**src/mcs_pkg.sv**
```systemverilog
// Shared constants and types for the motion CPU status register bank
package mcs_pkg;

  // Register word offsets (byte addresses on APB)
  localparam logic [7:0] OFS_OWN_CPU_NUMBER      = 8'h00;
  localparam logic [7:0] OFS_SERVO_PARAM_AXIS    = 8'h04;
  localparam logic [7:0] OFS_TEST_MODE_LOW       = 8'h08;
  localparam logic [7:0] OFS_TEST_MODE_HIGH      = 8'h0C;
  localparam logic [7:0] OFS_WATCHDOG_CAUSE      = 8'h10;
  localparam logic [7:0] OFS_HANDWHEEL_ERROR     = 8'h14;
  localparam logic [7:0] OFS_PULSE_MAGNIF_LOW    = 8'h18;
  localparam logic [7:0] OFS_PULSE_MAGNIF_HIGH   = 8'h1C;
  localparam logic [7:0] OFS_ACTUAL_CYCLE_TIME   = 8'h20;
  localparam logic [7:0] OFS_ERROR_PROGRAM       = 8'h24;
  localparam logic [7:0] OFS_ERROR_ITEM          = 8'h28;
  localparam logic [7:0] OFS_AMP_LOADED_LOW      = 8'h2C;
  localparam logic [7:0] OFS_AMP_LOADED_HIGH     = 8'h30;
  localparam logic [7:0] OFS_MODE_SWITCH_INFO0   = 8'h34;
  localparam logic [7:0] OFS_MODE_SWITCH_INFO1   = 8'h38;
  localparam logic [7:0] OFS_MODE_SWITCH_INFO2   = 8'h3C;
  localparam logic [7:0] OFS_PEER_LINK_ERROR     = 8'h40;
  localparam logic [7:0] OFS_CYCLE_SETTING_TIME  = 8'h44;
  localparam logic [7:0] OFS_SWITCH_STATE        = 8'h48;
  localparam logic [7:0] OFS_LED_STATE           = 8'h4C;

  // Values after reset
  localparam logic [15:0] RST_WORD               = 16'h0000;
  localparam logic [15:0] RST_SERVO_PARAM_AXIS   = 16'h0001;

  // Field positions in the switch state word
  localparam int unsigned SW_RUNSTOP_LSB         = 0;
  localparam int unsigned SW_MEMCARD_LSB         = 4;
  localparam int unsigned SW_DIP_LSB             = 8;

  // Peer link status codes
  localparam logic [7:0] LINK_NO_ERROR           = 8'h00;
  localparam logic [7:0] LINK_RX_TIMING          = 8'h01;
  localparam logic [7:0] LINK_CRC                = 8'h02;
  localparam logic [7:0] LINK_RESP_CODE          = 8'h03;
  localparam logic [7:0] LINK_RX_FRAME           = 8'h04;
  localparam logic [7:0] LINK_TASK_START         = 8'h05;

  // Run/stop switch position codes
  typedef enum logic [3:0] {
    RS_RUN         = 4'h0,
    RS_STOP        = 4'h1,
    RS_LATCH_CLEAR = 4'h2
  } mcs_runstop_t;

  // Front LED nibble codes
  typedef enum logic [3:0] {
    LED_OFF   = 4'h0,
    LED_ON    = 4'h1,
    LED_FLASH = 4'h2
  } mcs_led_t;

  typedef enum logic [3:0] {
    MODE_OFF    = 4'h0,
    MODE_GREEN  = 4'h1,
    MODE_ORANGE = 4'h2
  } mcs_mode_led_t;

  typedef struct packed {
    mcs_mode_led_t mode;
    mcs_led_t      boot;
    mcs_led_t      battery_alarm_indicator;
    mcs_led_t      motion_run;
    mcs_led_t      error;
    mcs_led_t      run;
  } mcs_led_bank_t;

  typedef struct packed {
    logic [15:0] program_number;
    logic [15:0] item_code;
  } mcs_prog_err_t;

  typedef struct packed {
    logic        psel;
    logic        penable;
    logic        pwrite;
    logic [7:0]  paddr;
    logic [31:0] pwdata;
  } mcs_apb_req_t;

endpackage : mcs_pkg

```
**src/mcs_pin_filter.sv**
```systemverilog
// Three-stage pin synchroniser with agreement filter
`timescale 1ns/1ps
module mcs_pin_filter
  import mcs_pkg::*;
#(
  parameter int unsigned WIDTH = 1
) (
  input  wire logic             i_core_clk,
  input  wire logic             i_rst,
  input  wire logic [WIDTH-1:0] i_pin,
  output logic      [WIDTH-1:0] o_level
);

  logic [WIDTH-1:0] stage1;
  logic [WIDTH-1:0] stage2;
  logic [WIDTH-1:0] stage3;

  // At least one pin must pass through
  if (WIDTH < 1) begin : g_bad_width
    $error("WIDTH must be at least 1");
  end

  // Chain of three flops; only stage2 reads stage1
  always_ff @(posedge i_core_clk or posedge i_rst) begin
    if (i_rst) begin
      stage1 <= '0;
      stage2 <= '0;
      stage3 <= '0;
    end else begin
      stage1 <= i_pin;
      stage2 <= stage1;
      stage3 <= stage2;
    end
  end

  // A change counts once stage2 and stage3 agree
  always_ff @(posedge i_core_clk or posedge i_rst) begin
    if (i_rst) begin
      o_level <= '0;
    end else begin
      for (int b = 0; b < WIDTH; b++) begin
        if (stage2[b] == stage3[b]) begin
          o_level[b] <= stage3[b];
        end
      end
    end
  end

endmodule : mcs_pin_filter

```
**src/mcs_status_regs.sv**
```systemverilog
// Motion CPU special status register bank with APB slave
//
// Overview of operation
// - At initial processing store this CPU's number in the multi-CPU system.
// - On test mode request error record per-axis operating bits, two words.
// - On watchdog error store the cause code.
// - On handwheel flag rise store handwheel errors b0-b2, smoothing errors b3-b5.
// - Flag one-pulse magnification setting errors per axis in two words.
// - Every operation cycle update the actual cycle time in microseconds.
// - On servo program error flag rise store the offending program number.
// - On servo program error flag rise store the faulty item code.
// - At initial processing store amplifier presence per axis in two words.
// - Set loaded bit when amplifier appears later; clear it only on reset or a new initial processing.
// - Record three words of real/virtual mode switching error information.
// - Report peer link status as codes 00 to 05.
// - Return peer link code to 00 when normal communication resumes.
// - At initial processing store the configured cycle setting in microseconds.
// - Encode run/stop switch in bits 0-3: 0 run, 1 stop, 2 latch clear.
// - Memory card switch reads off; DIP switches 1-5 at bits 8-12.
// - On LED change update one nibble per LED in fixed order.
// - Mode LED nibble uses 0 off, 1 green, 2 orange.
`timescale 1ns/1ps
module mcs_status_regs
  import mcs_pkg::*;
#(
  parameter int unsigned NUM_AXES = 32
) (
  input  wire logic          i_core_clk,
  input  wire logic          i_rst,
  // APB slave
  input  wire mcs_apb_req_t  i_apb,
  output logic               o_pready,
  output logic               o_pslverr,
  output logic [31:0]        o_prdata,
  // Initial processing
  input  wire logic          i_init_valid,
  input  wire logic [15:0]   i_init_cpu_number,
  input  wire logic [15:0]   i_init_cycle_setting_us,
  input  wire logic [31:0]   i_init_amp_present,
  // Live amplifier presence
  input  wire logic [31:0]   i_amp_present,
  // Error events
  input  wire logic          i_test_mode_err,
  input  wire logic [31:0]   i_axis_operating,
  input  wire logic          i_wdt_err,
  input  wire logic [15:0]   i_wdt_cause,
  input  wire logic          i_handwheel_setting_error_flag,
  input  wire logic [2:0]    i_handwheel_axis_err,
  input  wire logic [2:0]    i_handwheel_smooth_err,
  input  wire logic          i_pulse_magnif_err,
  input  wire logic [31:0]   i_pulse_magnif_axes,
  input  wire logic          i_servo_program_error_flag,
  input  wire mcs_prog_err_t i_servo_prog_err,
  input  wire logic          i_mode_switch_err,
  input  wire logic [47:0]   i_mode_switch_info,
  // Operation cycle
  input  wire logic          i_cycle_tick,
  input  wire logic [15:0]   i_cycle_time_us,
  // Peer link
  input  wire logic          i_link_err,
  input  wire logic [7:0]    i_link_err_code,
  input  wire logic          i_link_ok,
  // Front panel pins and LED status
  input  wire logic [3:0]    i_runstop_pin,
  input  wire logic [4:0]    i_setting_dip_pin,
  input  wire logic          i_led_change,
  input  wire mcs_led_bank_t i_led_bank,
  // Servo parameter read request
  output logic [15:0]        o_servo_param_read_axis,
  output logic               o_servo_param_read_req
);

  // Only the two supported axis counts are served
  if (NUM_AXES != 8 && NUM_AXES != 32) begin : g_bad_axes
    $error("NUM_AXES must be 8 or 32");
  end

  localparam logic [15:0] AXIS_MAX = 16'(NUM_AXES);

  logic [15:0]   own_cpu_number;
  logic [31:0]   test_mode_axes;
  logic [15:0]   watchdog_cause;
  logic [15:0]   handwheel_setting_error;
  logic [31:0]   pulse_magnif_error;
  logic [15:0]   actual_cycle_time;
  mcs_prog_err_t servo_prog_err;
  logic [31:0]   amp_loaded;
  logic [47:0]   mode_switch_error_info;
  logic [15:0]   peer_link_error;
  logic [15:0]   cycle_setting_time;
  logic [15:0]   switch_state;
  logic [15:0]   led_state;
  logic [15:0]   led_ext;
  logic          handwheel_flag_prev;
  logic          servo_flag_prev;
  logic [3:0]    runstop_level;
  logic [4:0]    dip_level;
  logic          wr_fire;
  logic          next_pslverr;
  logic [15:0]   next_rdata;
  logic [15:0]   next_rhigh;
  logic [31:0]   axis_mask;

  assign axis_mask = (NUM_AXES == 32) ? 32'hFFFFFFFF : 32'h000000FF;

  // Switch pins arrive from outside the clock domain
  mcs_pin_filter #(
    .WIDTH (9)
  ) u_pin_filter (
    .i_core_clk (i_core_clk),
    .i_rst      (i_rst),
    .i_pin      ({i_setting_dip_pin, i_runstop_pin}),
    .o_level    ({dip_level, runstop_level})
  );

  // Read decode and unmapped-address detection
  always_comb begin
    next_rdata   = RST_WORD;
    next_rhigh   = RST_WORD;
    next_pslverr = 1'b0;
    if (i_apb.paddr[1:0] != 2'b00) begin
      next_pslverr = 1'b1;
    end else begin
      unique case (i_apb.paddr)
        OFS_OWN_CPU_NUMBER:     next_rdata = own_cpu_number;
        OFS_SERVO_PARAM_AXIS:   next_rdata = o_servo_param_read_axis;
        OFS_TEST_MODE_LOW:      next_rdata = test_mode_axes[15:0];
        OFS_TEST_MODE_HIGH:     next_rdata = test_mode_axes[31:16];
        OFS_WATCHDOG_CAUSE:     next_rdata = watchdog_cause;
        OFS_HANDWHEEL_ERROR:    next_rdata = handwheel_setting_error;
        OFS_PULSE_MAGNIF_LOW:   next_rdata = pulse_magnif_error[15:0];
        OFS_PULSE_MAGNIF_HIGH:  next_rdata = pulse_magnif_error[31:16];
        OFS_ACTUAL_CYCLE_TIME:  next_rdata = actual_cycle_time;
        OFS_ERROR_PROGRAM:      next_rdata = servo_prog_err.program_number;
        OFS_ERROR_ITEM:         next_rdata = servo_prog_err.item_code;
        OFS_AMP_LOADED_LOW:     next_rdata = amp_loaded[15:0];
        OFS_AMP_LOADED_HIGH:    next_rdata = amp_loaded[31:16];
        OFS_MODE_SWITCH_INFO0:  next_rdata = mode_switch_error_info[15:0];
        OFS_MODE_SWITCH_INFO1:  next_rdata = mode_switch_error_info[31:16];
        OFS_MODE_SWITCH_INFO2:  next_rdata = mode_switch_error_info[47:32];
        OFS_PEER_LINK_ERROR:    next_rdata = peer_link_error;
        OFS_CYCLE_SETTING_TIME: next_rdata = cycle_setting_time;
        OFS_SWITCH_STATE:       next_rdata = switch_state;
        OFS_LED_STATE: begin
          next_rdata = led_state;
          next_rhigh = led_ext;
        end
        default:                next_pslverr = 1'b1;
      endcase
    end
  end

  // APB answer: one wait-free access phase after each setup cycle
  always_ff @(posedge i_core_clk or posedge i_rst) begin
    if (i_rst) begin
      o_pready  <= 1'b0;
      o_pslverr <= 1'b0;
      o_prdata  <= '0;
    end else begin
      o_pready  <= i_apb.psel & ~i_apb.penable;
      o_pslverr <= i_apb.psel & ~i_apb.penable & next_pslverr;
      if (i_apb.psel && !i_apb.penable && !i_apb.pwrite) begin
        o_prdata <= {next_rhigh, next_rdata};
      end else begin
        o_prdata <= '0;
      end
    end
  end

  assign wr_fire = i_apb.psel & i_apb.penable & o_pready & i_apb.pwrite & ~o_pslverr;

  // Only the read axis word takes writes; every other word ignores them
  always_ff @(posedge i_core_clk or posedge i_rst) begin
    if (i_rst) begin
      o_servo_param_read_axis <= RST_SERVO_PARAM_AXIS;
      o_servo_param_read_req  <= 1'b0;
    end else begin
      o_servo_param_read_req <= 1'b0;
      if (wr_fire && i_apb.paddr == OFS_SERVO_PARAM_AXIS) begin
        if (i_apb.pwdata[15:0] >= 16'h0001 && i_apb.pwdata[15:0] <= AXIS_MAX) begin
          o_servo_param_read_axis <= i_apb.pwdata[15:0];
          o_servo_param_read_req  <= 1'b1;
        end
      end
    end
  end

  // Values caught at initial processing
  always_ff @(posedge i_core_clk or posedge i_rst) begin
    if (i_rst) begin
      own_cpu_number     <= RST_WORD;
      cycle_setting_time <= RST_WORD;
    end else if (i_init_valid) begin
      own_cpu_number     <= i_init_cpu_number;
      cycle_setting_time <= i_init_cycle_setting_us;
    end
  end

  // Amplifier loading: sticky once seen, until reset or the next initial processing reloads it
  always_ff @(posedge i_core_clk or posedge i_rst) begin
    if (i_rst) begin
      amp_loaded <= '0;
    end else if (i_init_valid) begin
      amp_loaded <= (i_init_amp_present | i_amp_present) & axis_mask;
    end else begin
      amp_loaded <= (amp_loaded | i_amp_present) & axis_mask;
    end
  end

  // Test mode request error axis bits
  always_ff @(posedge i_core_clk or posedge i_rst) begin
    if (i_rst) begin
      test_mode_axes <= '0;
    end else if (i_test_mode_err) begin
      test_mode_axes <= i_axis_operating & axis_mask;
    end
  end

  // Watchdog error cause
  always_ff @(posedge i_core_clk or posedge i_rst) begin
    if (i_rst) begin
      watchdog_cause <= RST_WORD;
    end else if (i_wdt_err) begin
      watchdog_cause <= i_wdt_cause;
    end
  end

  // Handwheel setting errors latched on the flag's rising edge
  always_ff @(posedge i_core_clk or posedge i_rst) begin
    if (i_rst) begin
      handwheel_flag_prev     <= 1'b0;
      handwheel_setting_error <= RST_WORD;
    end else begin
      handwheel_flag_prev <= i_handwheel_setting_error_flag;
      if (i_handwheel_setting_error_flag && !handwheel_flag_prev) begin
        handwheel_setting_error <= {10'h000, i_handwheel_smooth_err, i_handwheel_axis_err};
      end
    end
  end

  // One-pulse input magnification errors
  always_ff @(posedge i_core_clk or posedge i_rst) begin
    if (i_rst) begin
      pulse_magnif_error <= '0;
    end else if (i_pulse_magnif_err) begin
      pulse_magnif_error <= i_pulse_magnif_axes & axis_mask;
    end
  end

  // Actual operation cycle time
  always_ff @(posedge i_core_clk or posedge i_rst) begin
    if (i_rst) begin
      actual_cycle_time <= RST_WORD;
    end else if (i_cycle_tick) begin
      actual_cycle_time <= i_cycle_time_us;
    end
  end

  // Servo program error details latched on the flag's rising edge
  always_ff @(posedge i_core_clk or posedge i_rst) begin
    if (i_rst) begin
      servo_flag_prev <= 1'b0;
      servo_prog_err  <= '0;
    end else begin
      servo_flag_prev <= i_servo_program_error_flag;
      if (i_servo_program_error_flag && !servo_flag_prev) begin
        servo_prog_err.program_number <= i_servo_prog_err.program_number;
        servo_prog_err.item_code      <= i_servo_prog_err.item_code;
      end
    end
  end

  // Real/virtual mode switching error words
  always_ff @(posedge i_core_clk or posedge i_rst) begin
    if (i_rst) begin
      mode_switch_error_info <= '0;
    end else if (i_mode_switch_err) begin
      mode_switch_error_info <= i_mode_switch_info;
    end
  end

  // Peer link code; a new error wins over a same-cycle recovery
  always_ff @(posedge i_core_clk or posedge i_rst) begin
    if (i_rst) begin
      peer_link_error <= {8'h00, LINK_NO_ERROR};
    end else if (i_link_err) begin
      peer_link_error <= {8'h00, i_link_err_code};
    end else if (i_link_ok) begin
      peer_link_error <= {8'h00, LINK_NO_ERROR};
    end
  end

  // Switch state word from filtered front pins
  always_ff @(posedge i_core_clk or posedge i_rst) begin
    if (i_rst) begin
      switch_state <= RST_WORD;
    end else begin
      switch_state                     <= RST_WORD;
      switch_state[SW_RUNSTOP_LSB +: 4] <= runstop_level;
      switch_state[SW_MEMCARD_LSB +: 4] <= 4'h0;
      switch_state[SW_DIP_LSB +: 5]     <= dip_level;
    end
  end

  // LED state word, one nibble per LED
  always_ff @(posedge i_core_clk or posedge i_rst) begin
    if (i_rst) begin
      led_state <= RST_WORD;
    end else if (i_led_change) begin
      led_state[3:0]   <= i_led_bank.run;
      led_state[7:4]   <= i_led_bank.error;
      led_state[11:8]  <= i_led_bank.motion_run;
      led_state[15:12] <= i_led_bank.battery_alarm_indicator;
    end
  end

  // Boot, two unused and mode nibbles continue the LED word in read data bits 31:16
  always_ff @(posedge i_core_clk or posedge i_rst) begin
    if (i_rst) begin
      led_ext <= '0;
    end else if (i_led_change) begin
      led_ext[3:0]   <= i_led_bank.boot;
      led_ext[11:4]  <= 8'h00;
      led_ext[15:12] <= i_led_bank.mode;
    end
  end

endmodule : mcs_status_regs

```
**config.mk**
```make
export PLATFORM = sky130hd
export DESIGN_NAME = mcs_status_regs
export DESIGN_NICKNAME = d
export VERILOG_FILES = /design/src/mcs_pkg.sv /design/src/mcs_pin_filter.sv /design/src/mcs_status_regs.sv
export SDC_FILE = /design/constraint.sdc
export NUM_CORES = 1
export LEC_CHECK = 0
export BUFFER_PORTS_ARGS = -buffer_cell sky130_fd_sc_hd__buf_4
export CAP_MARGIN = 5
export CORE_UTILIZATION = 40
export CTS_CLUSTER_DIAMETER = 60
export DETAILED_ROUTE_END_ITERATION = 8
export SLEW_MARGIN = 20
export SYNTH_ARGS = -nofsm -noshare
export SYNTH_HDL_FRONTEND = slang
export SYNTH_SLANG_ARGS = --single-unit
```
**constraint.sdc**
```tcl
create_clock -name i_core_clk -period 13.2 [get_ports i_core_clk]
set_input_delay 1.98 -clock i_core_clk [delete_from_list [all_inputs] [get_ports i_core_clk]]
set_output_delay 1.98 -clock i_core_clk [all_outputs]
set_load 0.02 [all_outputs]
```
==> flow_metrics.env, run 1 <==
export IMPL_slew_headroom_pct=27.4
export IMPL_cts_clk_slew_worst_paths_ns=0.06
export IMPL_finalNetCount=1942
export IMPL_grt_setup_unrepaired="false"
export IMPL_start_util_pct=40.8
export IMPL_hold_path_class="reg -> reg"
export IMPL_synth_flop_cell="dfrtp_1"
export IMPL_ctsHoldBuffers=0
export IMPL_grt_use_total_pct=27.5
export IMPL_crit_type="in -> reg"
export IMPL_die_y_um=201
export IMPL_syn_inst=1182
export IMPL_clock_root_buffer="clkbuf_16"
export IMPL_slew_violations=0
export IMPL_synth_top_cell_by_area="dfrtp_1"
export IMPL_irDropWorstVdd_mv=0.0964
export IMPL_rows=72
export IMPL_layout_commonest_cell="buf_4"
export IMPL_yosys_register_bits=368
export IMPL_dpl_cell_area_um2=19400
export IMPL_power_leakage_nw=9.20
export IMPL_final_cell_mix="buf_4 (420), dfrtp_1 (367), mux2_2 (261), nand2_1 (52), nor2b_1 (49)"
export IMPL_setup_violations=0
export IMPL_drv_cap=0
export IMPL_cts_resized=0
export IMPL_die_w_um=201
export IMPL_syn_to_final_growth_pct=30.8
export IMPL_clock_sinks=368
export IMPL_cts_tree="yes"
export IMPL_endpoint_kind="register"
export IMPL_clock_latency_ns=0.57
export IMPL_worstPathArrival_ns=5.03
export IMPL_cts_htree_levels=2
export IMPL_r2r_slack_ns=10.44
export IMPL_outcome="finished, final reports clean"
export IMPL_grt_pass1_vias=12400
export IMPL_cp_required_ns=13.63
export IMPL_core_um2=38900
export IMPL_post_synth_cell_area_avg_um2=13.4
export IMPL_setup_tns_ns=0
export IMPL_yosysWarnings=0
export IMPL_cp_start_kind="input port"
export IMPL_period_share_pct=34.8
export IMPL_wl_um=55400
export IMPL_wl_per_cell_um=26.1
export IMPL_ys_top_cells_by_area="dfrtp_1 (58%), mux2_2 (18%), mux2i_1 (2.3%)"
export IMPL_worstPathMaxFanout=24
export IMPL_grt_start_max_net_pins=183
export IMPL_cts_inserted_buffers=42
export IMPL_gp_congestion=0.786
export IMPL_overflow=0
export IMPL_io_pins=426
export IMPL_clk_path_buf_depth=3
export IMPL_avgViaCountPerCell=5.49
export IMPL_vias=11600
export IMPL_cts_setup_buffers=0
export IMPL_hold_viol=0
export IMPL_worstMarginPinSlew_ns=1.08
export IMPL_skew_ns=0.0284
export IMPL_dieArea_um2=40500
export IMPL_fin_crit_ns=4.60
export IMPL_antenna_found_initial=4
export IMPL_power_total_mw=2.77
export IMPL_grt_first_pass_wirelength_um=81000
export IMPL_synthArstFlopShare_pct=100
export IMPL_ant_nets=0
export IMPL_synth_top_cell_area_share_pct=57.8
export IMPL_powerDensity_nw_per_um2=133
export IMPL_hpwlAfterDp_um=39500
export IMPL_drive_gt1_share_pct=48.5
export IMPL_fmax_mhz=217
export IMPL_synth_edff_count=0
export IMPL_synth_cell_area_um2=15900
export IMPL_dr_pass1_iters=5
export IMPL_drc=0
export IMPL_io_buffers=401
export IMPL_dp_slack_ns=8.01
export IMPL_fin_area_um2=20800
export IMPL_drtIter0Drc=783
export IMPL_yosysUniqueCellTypes=60
export IMPL_fin_ws_ns=8.60
export IMPL_fillers=3403
export IMPL_ys_seq_area_share_pct=58.0
==> flip-flops by register name, indices dropped and copies added, names as in the netlist, 16 cells and up <==
name,cells
led_state,16
o_prdata,24
cycle_setting_time,16
test_mode_axes,32
amp_loaded,32
actual_cycle_time,16
mode_switch_error_info,48
watchdog_cause,16
o_servo_param_read_axis,16
pulse_magnif_error,32
servo_prog_err,32
own_cpu_number,16
==> layer usage <==
| metal | wire length [µm] | track usage (%) | vias up |
|---|---|---|---|
| li1 | - | - | 5141 |
| met2 | 26700 | 44.8 | 429 |
| met5 | 31 | 0 | - |
| met1 | 23300 | 35.8 | 5998 |
| met3 | 4160 | 7.69 | 75 |
| met4 | 1260 | 7.74 | 4 |
==> cell families (layout without fill, tap and decap cells) <==
kind of cell / Yosys count / count (layout) / synth area share (%)
other cells: 1 / 11 / 0.0236
fa+ha+maj: 9 / 9 / 0.567
buf+inv: 91 / 501 / 2.80
simple gates: 202 / 202 / 7.39
mux: 301 / 301 / 21.3
flops: 368 / 368 / 58.0
compound gates: 209 / 209 / 9.87
xor+xnor: 1 / 1 / 0.0551
==> cells in the mapped netlist, drive strengths merged (5+ instances only) <==
cell type  count
a211o         32
a21oi         15
a221oi         6
a222oi        11
a22o          17
a22oi         34
a31oi         13
and2          11
buf           61
clkbuf        27
dfrtp        367
maj3           9
mux2         261
mux2i         36
nand2         52
nand2b        11
nand3         15
nor2          26
nor2b         51
nor3           6
nor4           5
nor4b          7
o21ai         33
o22ai          7
o2bb2ai       12
==> power by group <==
group	switching (mW)	internal (mW)	leakage, nW
Combinational	0.154	0.184	4.16
Sequential	0.0510	1.23	4.35
Clock	0.476	0.680	0.683
==> stage by stage <==
step | utilization (%) | std cells | hold WS (ns)
after global routing | 53.4 | 2119 | 0.338
final | 53.4 | 2120 | 0.328
after floorplan | - | 1189 | 0.331
after detailed placement | 49.8 | 2040 | 0.335
after global placement | 49.8 | 2040 | 0.336
after CTS | 53.3 | 2116 | 0.331
==> path summary, 6_finish.rpt <==
check                                                  from                                endpoint  depth (start not counted)
setup / recovery                                  i_apb[36]  o_servo_param_read_axis[2]$_DFFE_PP0P_                          6
hold / removal             u_pin_filter.stage1[5]$_DFF_PP0_        u_pin_filter.stage2[5]$_DFF_PP0_                          0
setup reg to reg                        o_pslverr$_DFF_PP0_  o_servo_param_read_axis[2]$_DFFE_PP0P_                          5
hold reg to reg            u_pin_filter.stage1[5]$_DFF_PP0_        u_pin_filter.stage2[5]$_DFF_PP0_                          0
max in group asynchronous                             i_rst       cycle_setting_time[4]$_DFFE_PP0P_                          4
min in group asynchronous                             i_rst  o_servo_param_read_axis[5]$_DFFE_PP0P_                          2
==> cell type report <==
| class | instances | area [µm²] | area share, % |
|---|---|---|---|
| Antenna cell | 3 | 7.51 | 0.0361 |
| Clock buffer | 60 | 1250 | 6.01 |
| Clock inverter | 16 | 121 | 0.584 |
| Inverter | 3 | 18.8 | 0.0903 |
| Multi-Input combinational cell | 730 | 6330 | 30.5 |
| Sequential cell | 368 | 9210 | 44.3 |
| Tap cell | 518 | 648 | 3.12 |
| Timing Repair Buffer | 422 | 3200 | 15.4 |
==> worst max-delay path: stages <==
cell,delay [ns]
buf_4,0.24
nor4_4,0.99
nand2_1,0.32
nor4_4,0.76
buf_4,0.35
mux2_2,0.35
Power figures use the tool's default switching activity.
==> run 2: changes to the inputs <==
--- a/config.mk
+++ b/config.mk
@@ -10,6 +10,7 @@
 export CORE_UTILIZATION = 40
 export CTS_CLUSTER_DIAMETER = 60
 export DETAILED_ROUTE_END_ITERATION = 8
+export PLACE_DENSITY = 0.66
 export SLEW_MARGIN = 20
 export SYNTH_ARGS = -nofsm -noshare
 export SYNTH_HDL_FRONTEND = slang
==> constraint.sdc (replaced) <==
create_clock -name i_core_clk -period 3.9 [get_ports i_core_clk]
set_input_delay 0.585 -clock i_core_clk [delete_from_list [all_inputs] [get_ports i_core_clk]]
set_output_delay 0.585 -clock i_core_clk [all_outputs]
set_load 0.02 [all_outputs]
==> run 2 against run 1 <==
Effect of this change:
- cell count up 0.52%
- global-route usage is 0.44 points higher
- via count up 1.2%
- sequential share of layout area is 0.34 points lower
- final area up 0.76%
- core utilization increased by 0.41 points
- power rose to 3.4 times the previous value
- worst hold slack worse by 0.20 ns
- clock skew shrank 0.012 ns
- clock power grew to 3.4 times the previous value
- critical endpoint is now o_servo_param_read_axis[15]$_DFFE_PP0P_
==> flow_metrics.env, run 2 (synthesis results as in run 1) <==
export IMPL_crit_reg2reg_launch="o_pslverr$_DFF_PP0_"
export IMPL_grt_start_max_net_pins=104
export IMPL_cts_setup_buffers=0
export IMPL_final_seq_area_um2=9210
export IMPL_crit_type="reg -> reg"
export IMPL_clock_sinks=368
export IMPL_ctsHoldBuffers=0
export IMPL_cp_required_ns=4.33
export IMPL_wl_per_cell_um=26.4
export IMPL_cp_start_kind="register"
export IMPL_gp_congestion=0.832
export IMPL_final_cell_mix="buf_4 (430), dfrtp_1 (367), mux2_2 (261), nand2_1 (52), nor2b_1 (49)"
export IMPL_startpoint="o_pslverr$_DFF_PP0_"
export IMPL_hold_path_class="in -> reg"
export IMPL_skew_ns=0.0165
export IMPL_avgViaCountPerCell=5.53
export IMPL_drc=0
export IMPL_drive_gt1_share_pct=48.7
export IMPL_core_um2=38900
export IMPL_start_util_pct=40.8
export IMPL_clock_latency_ns=0.56
export IMPL_drtIter0Drc=776
export IMPL_outcome="finished, final reports clean"
export IMPL_fillers=3407
export IMPL_drv_cap=0
export IMPL_cts_clk_slew_worst_paths_ns=0.06
export IMPL_rows=72
export IMPL_power_leakage_nw=9.28
export IMPL_slew_headroom_pct=30.5
export IMPL_syn_to_final_growth_pct=31.8
export IMPL_irDropWorstVdd_mv=0.313
export IMPL_die_y_um=201
export IMPL_cts_tree="yes"
export IMPL_final_core_util_pct=53.8
export IMPL_grt_pass1_vias=12300
export IMPL_overflow=0
export IMPL_wl_um=56200
export IMPL_grt_setup_unrepaired="false"
export IMPL_multiInputGateArea_um2=6330
export IMPL_worstMarginPinSlew_ns=1.04
export IMPL_hpwlAfterDp_um=41000
export IMPL_cts_htree_levels=2
export IMPL_worstPathMaxFanout=10
export IMPL_grt_first_pass_wirelength_um=81800
export IMPL_fin_crit_ns=2.34
export IMPL_setup_tns_ns=0
export IMPL_ant_nets=0
export IMPL_path_buf_inv=1
export IMPL_period_share_pct=60.0
export IMPL_top_register="mode_switch_error_info"
export IMPL_crit_path_max_incr_delay_ns=0.63
export IMPL_path_cells="nor4b_1, nand4_1, nor4_4, buf_4, nor2b_1"
export IMPL_die_w_um=201
export IMPL_vias=11800
export IMPL_antenna_found_initial=8
export IMPL_io_buffers=401
export IMPL_setup_violations=0
export IMPL_largest_reg_flops=48
export IMPL_crit_family="simple AND/OR/NAND/NOR gates"
export IMPL_slew_violations=0
export IMPL_cpMaxStageDelayCell="nor4_4"
export IMPL_dr_pass1_iters=5
export IMPL_finalNetCount=1957
export IMPL_hold_start="i_setting_dip_pin[3]"
export IMPL_grt_use_total_pct=27.9
export IMPL_clock_root_buffer="clkbuf_16"
export IMPL_worstPathArrival_ns=2.78
export IMPL_fmax_mhz=427
export IMPL_layout_commonest_cell="buf_4"
export IMPL_clk_path_buf_depth=3
export IMPL_cts_inserted_buffers=43
export IMPL_endpoint_kind="register"
export IMPL_hold_viol=0
export IMPL_io_pins=426
export IMPL_dieArea_um2=40500
export IMPL_powerDensity_nw_per_um2=453
export IMPL_cts_resized=0
==> run 2: worst paths after layout <==
kind                                                           end  slack [ns]  cells past startpoint
max                        o_servo_param_read_axis[15]$_DFFE_PP0P_        1.56                      5
min                               u_pin_filter.stage1[7]$_DFF_PP0_        0.13                      1
max reg2reg                o_servo_param_read_axis[15]$_DFFE_PP0P_        1.56                      5
min reg2reg                       u_pin_filter.stage2[1]$_DFF_PP0_        0.35                      0
max in group asynchronous            watchdog_cause[9]$_DFFE_PP0P_        2.72                      3
min in group asynchronous   o_servo_param_read_axis[3]$_DFFE_PP0P_        0.16                      2
==> run 2: through the flow <==
stage	setup slack [ns]	power, mW	hold slack (ns)	cell area (µm²)	cells
global route	1.45	9.84	0.106	20900	2130
floorplan	-1.62	4.98	0.331	15900	1189
detailed placement	1.08	5.57	0.335	19600	2055
CTS	1.55	9.57	0.102	20900	2126
finish	1.56	9.49	0.129	21000	2131
global placement	1.12	5.54	0.335	19600	2055
==> run 2: routing by layer <==
layer  GRT usage [%]  wire, µm  vias to the layer above
met4            10.4      1740                        6
li1                -         -                     5141
met2            44.1     26300                      509
met5               0        31                        -
met3            8.70      5250                       91
met1            36.1     23000                     6038
==> run 2: power by group <==
part | internal (mW) | leakage, nW | switching [mW]
registers | 4.15 | 4.35 | 0.181
clock network | 2.40 | 0.686 | 1.58
logic | 0.635 | 4.24 | 0.537
==> run 2: layout make-up <==
type / count / share of cell area (%)
inverter: 3 / 0.0717
sequential: 368 / 44.0
tap: 518 / 3.09
antenna: 5 / 0.0597
timing repair buffer: 436 / 16.0
clock buffer: 58 / 5.89
clock inverter: 13 / 0.711
multi-input combinational: 730 / 30.2
==> run 2: worst reg2reg max path: cells and delay by family (launching register included) <==
kind	cells	cell delay (ns)
buf+inv	1	0.37
flops	1	0.39
simple gates	4	1.47
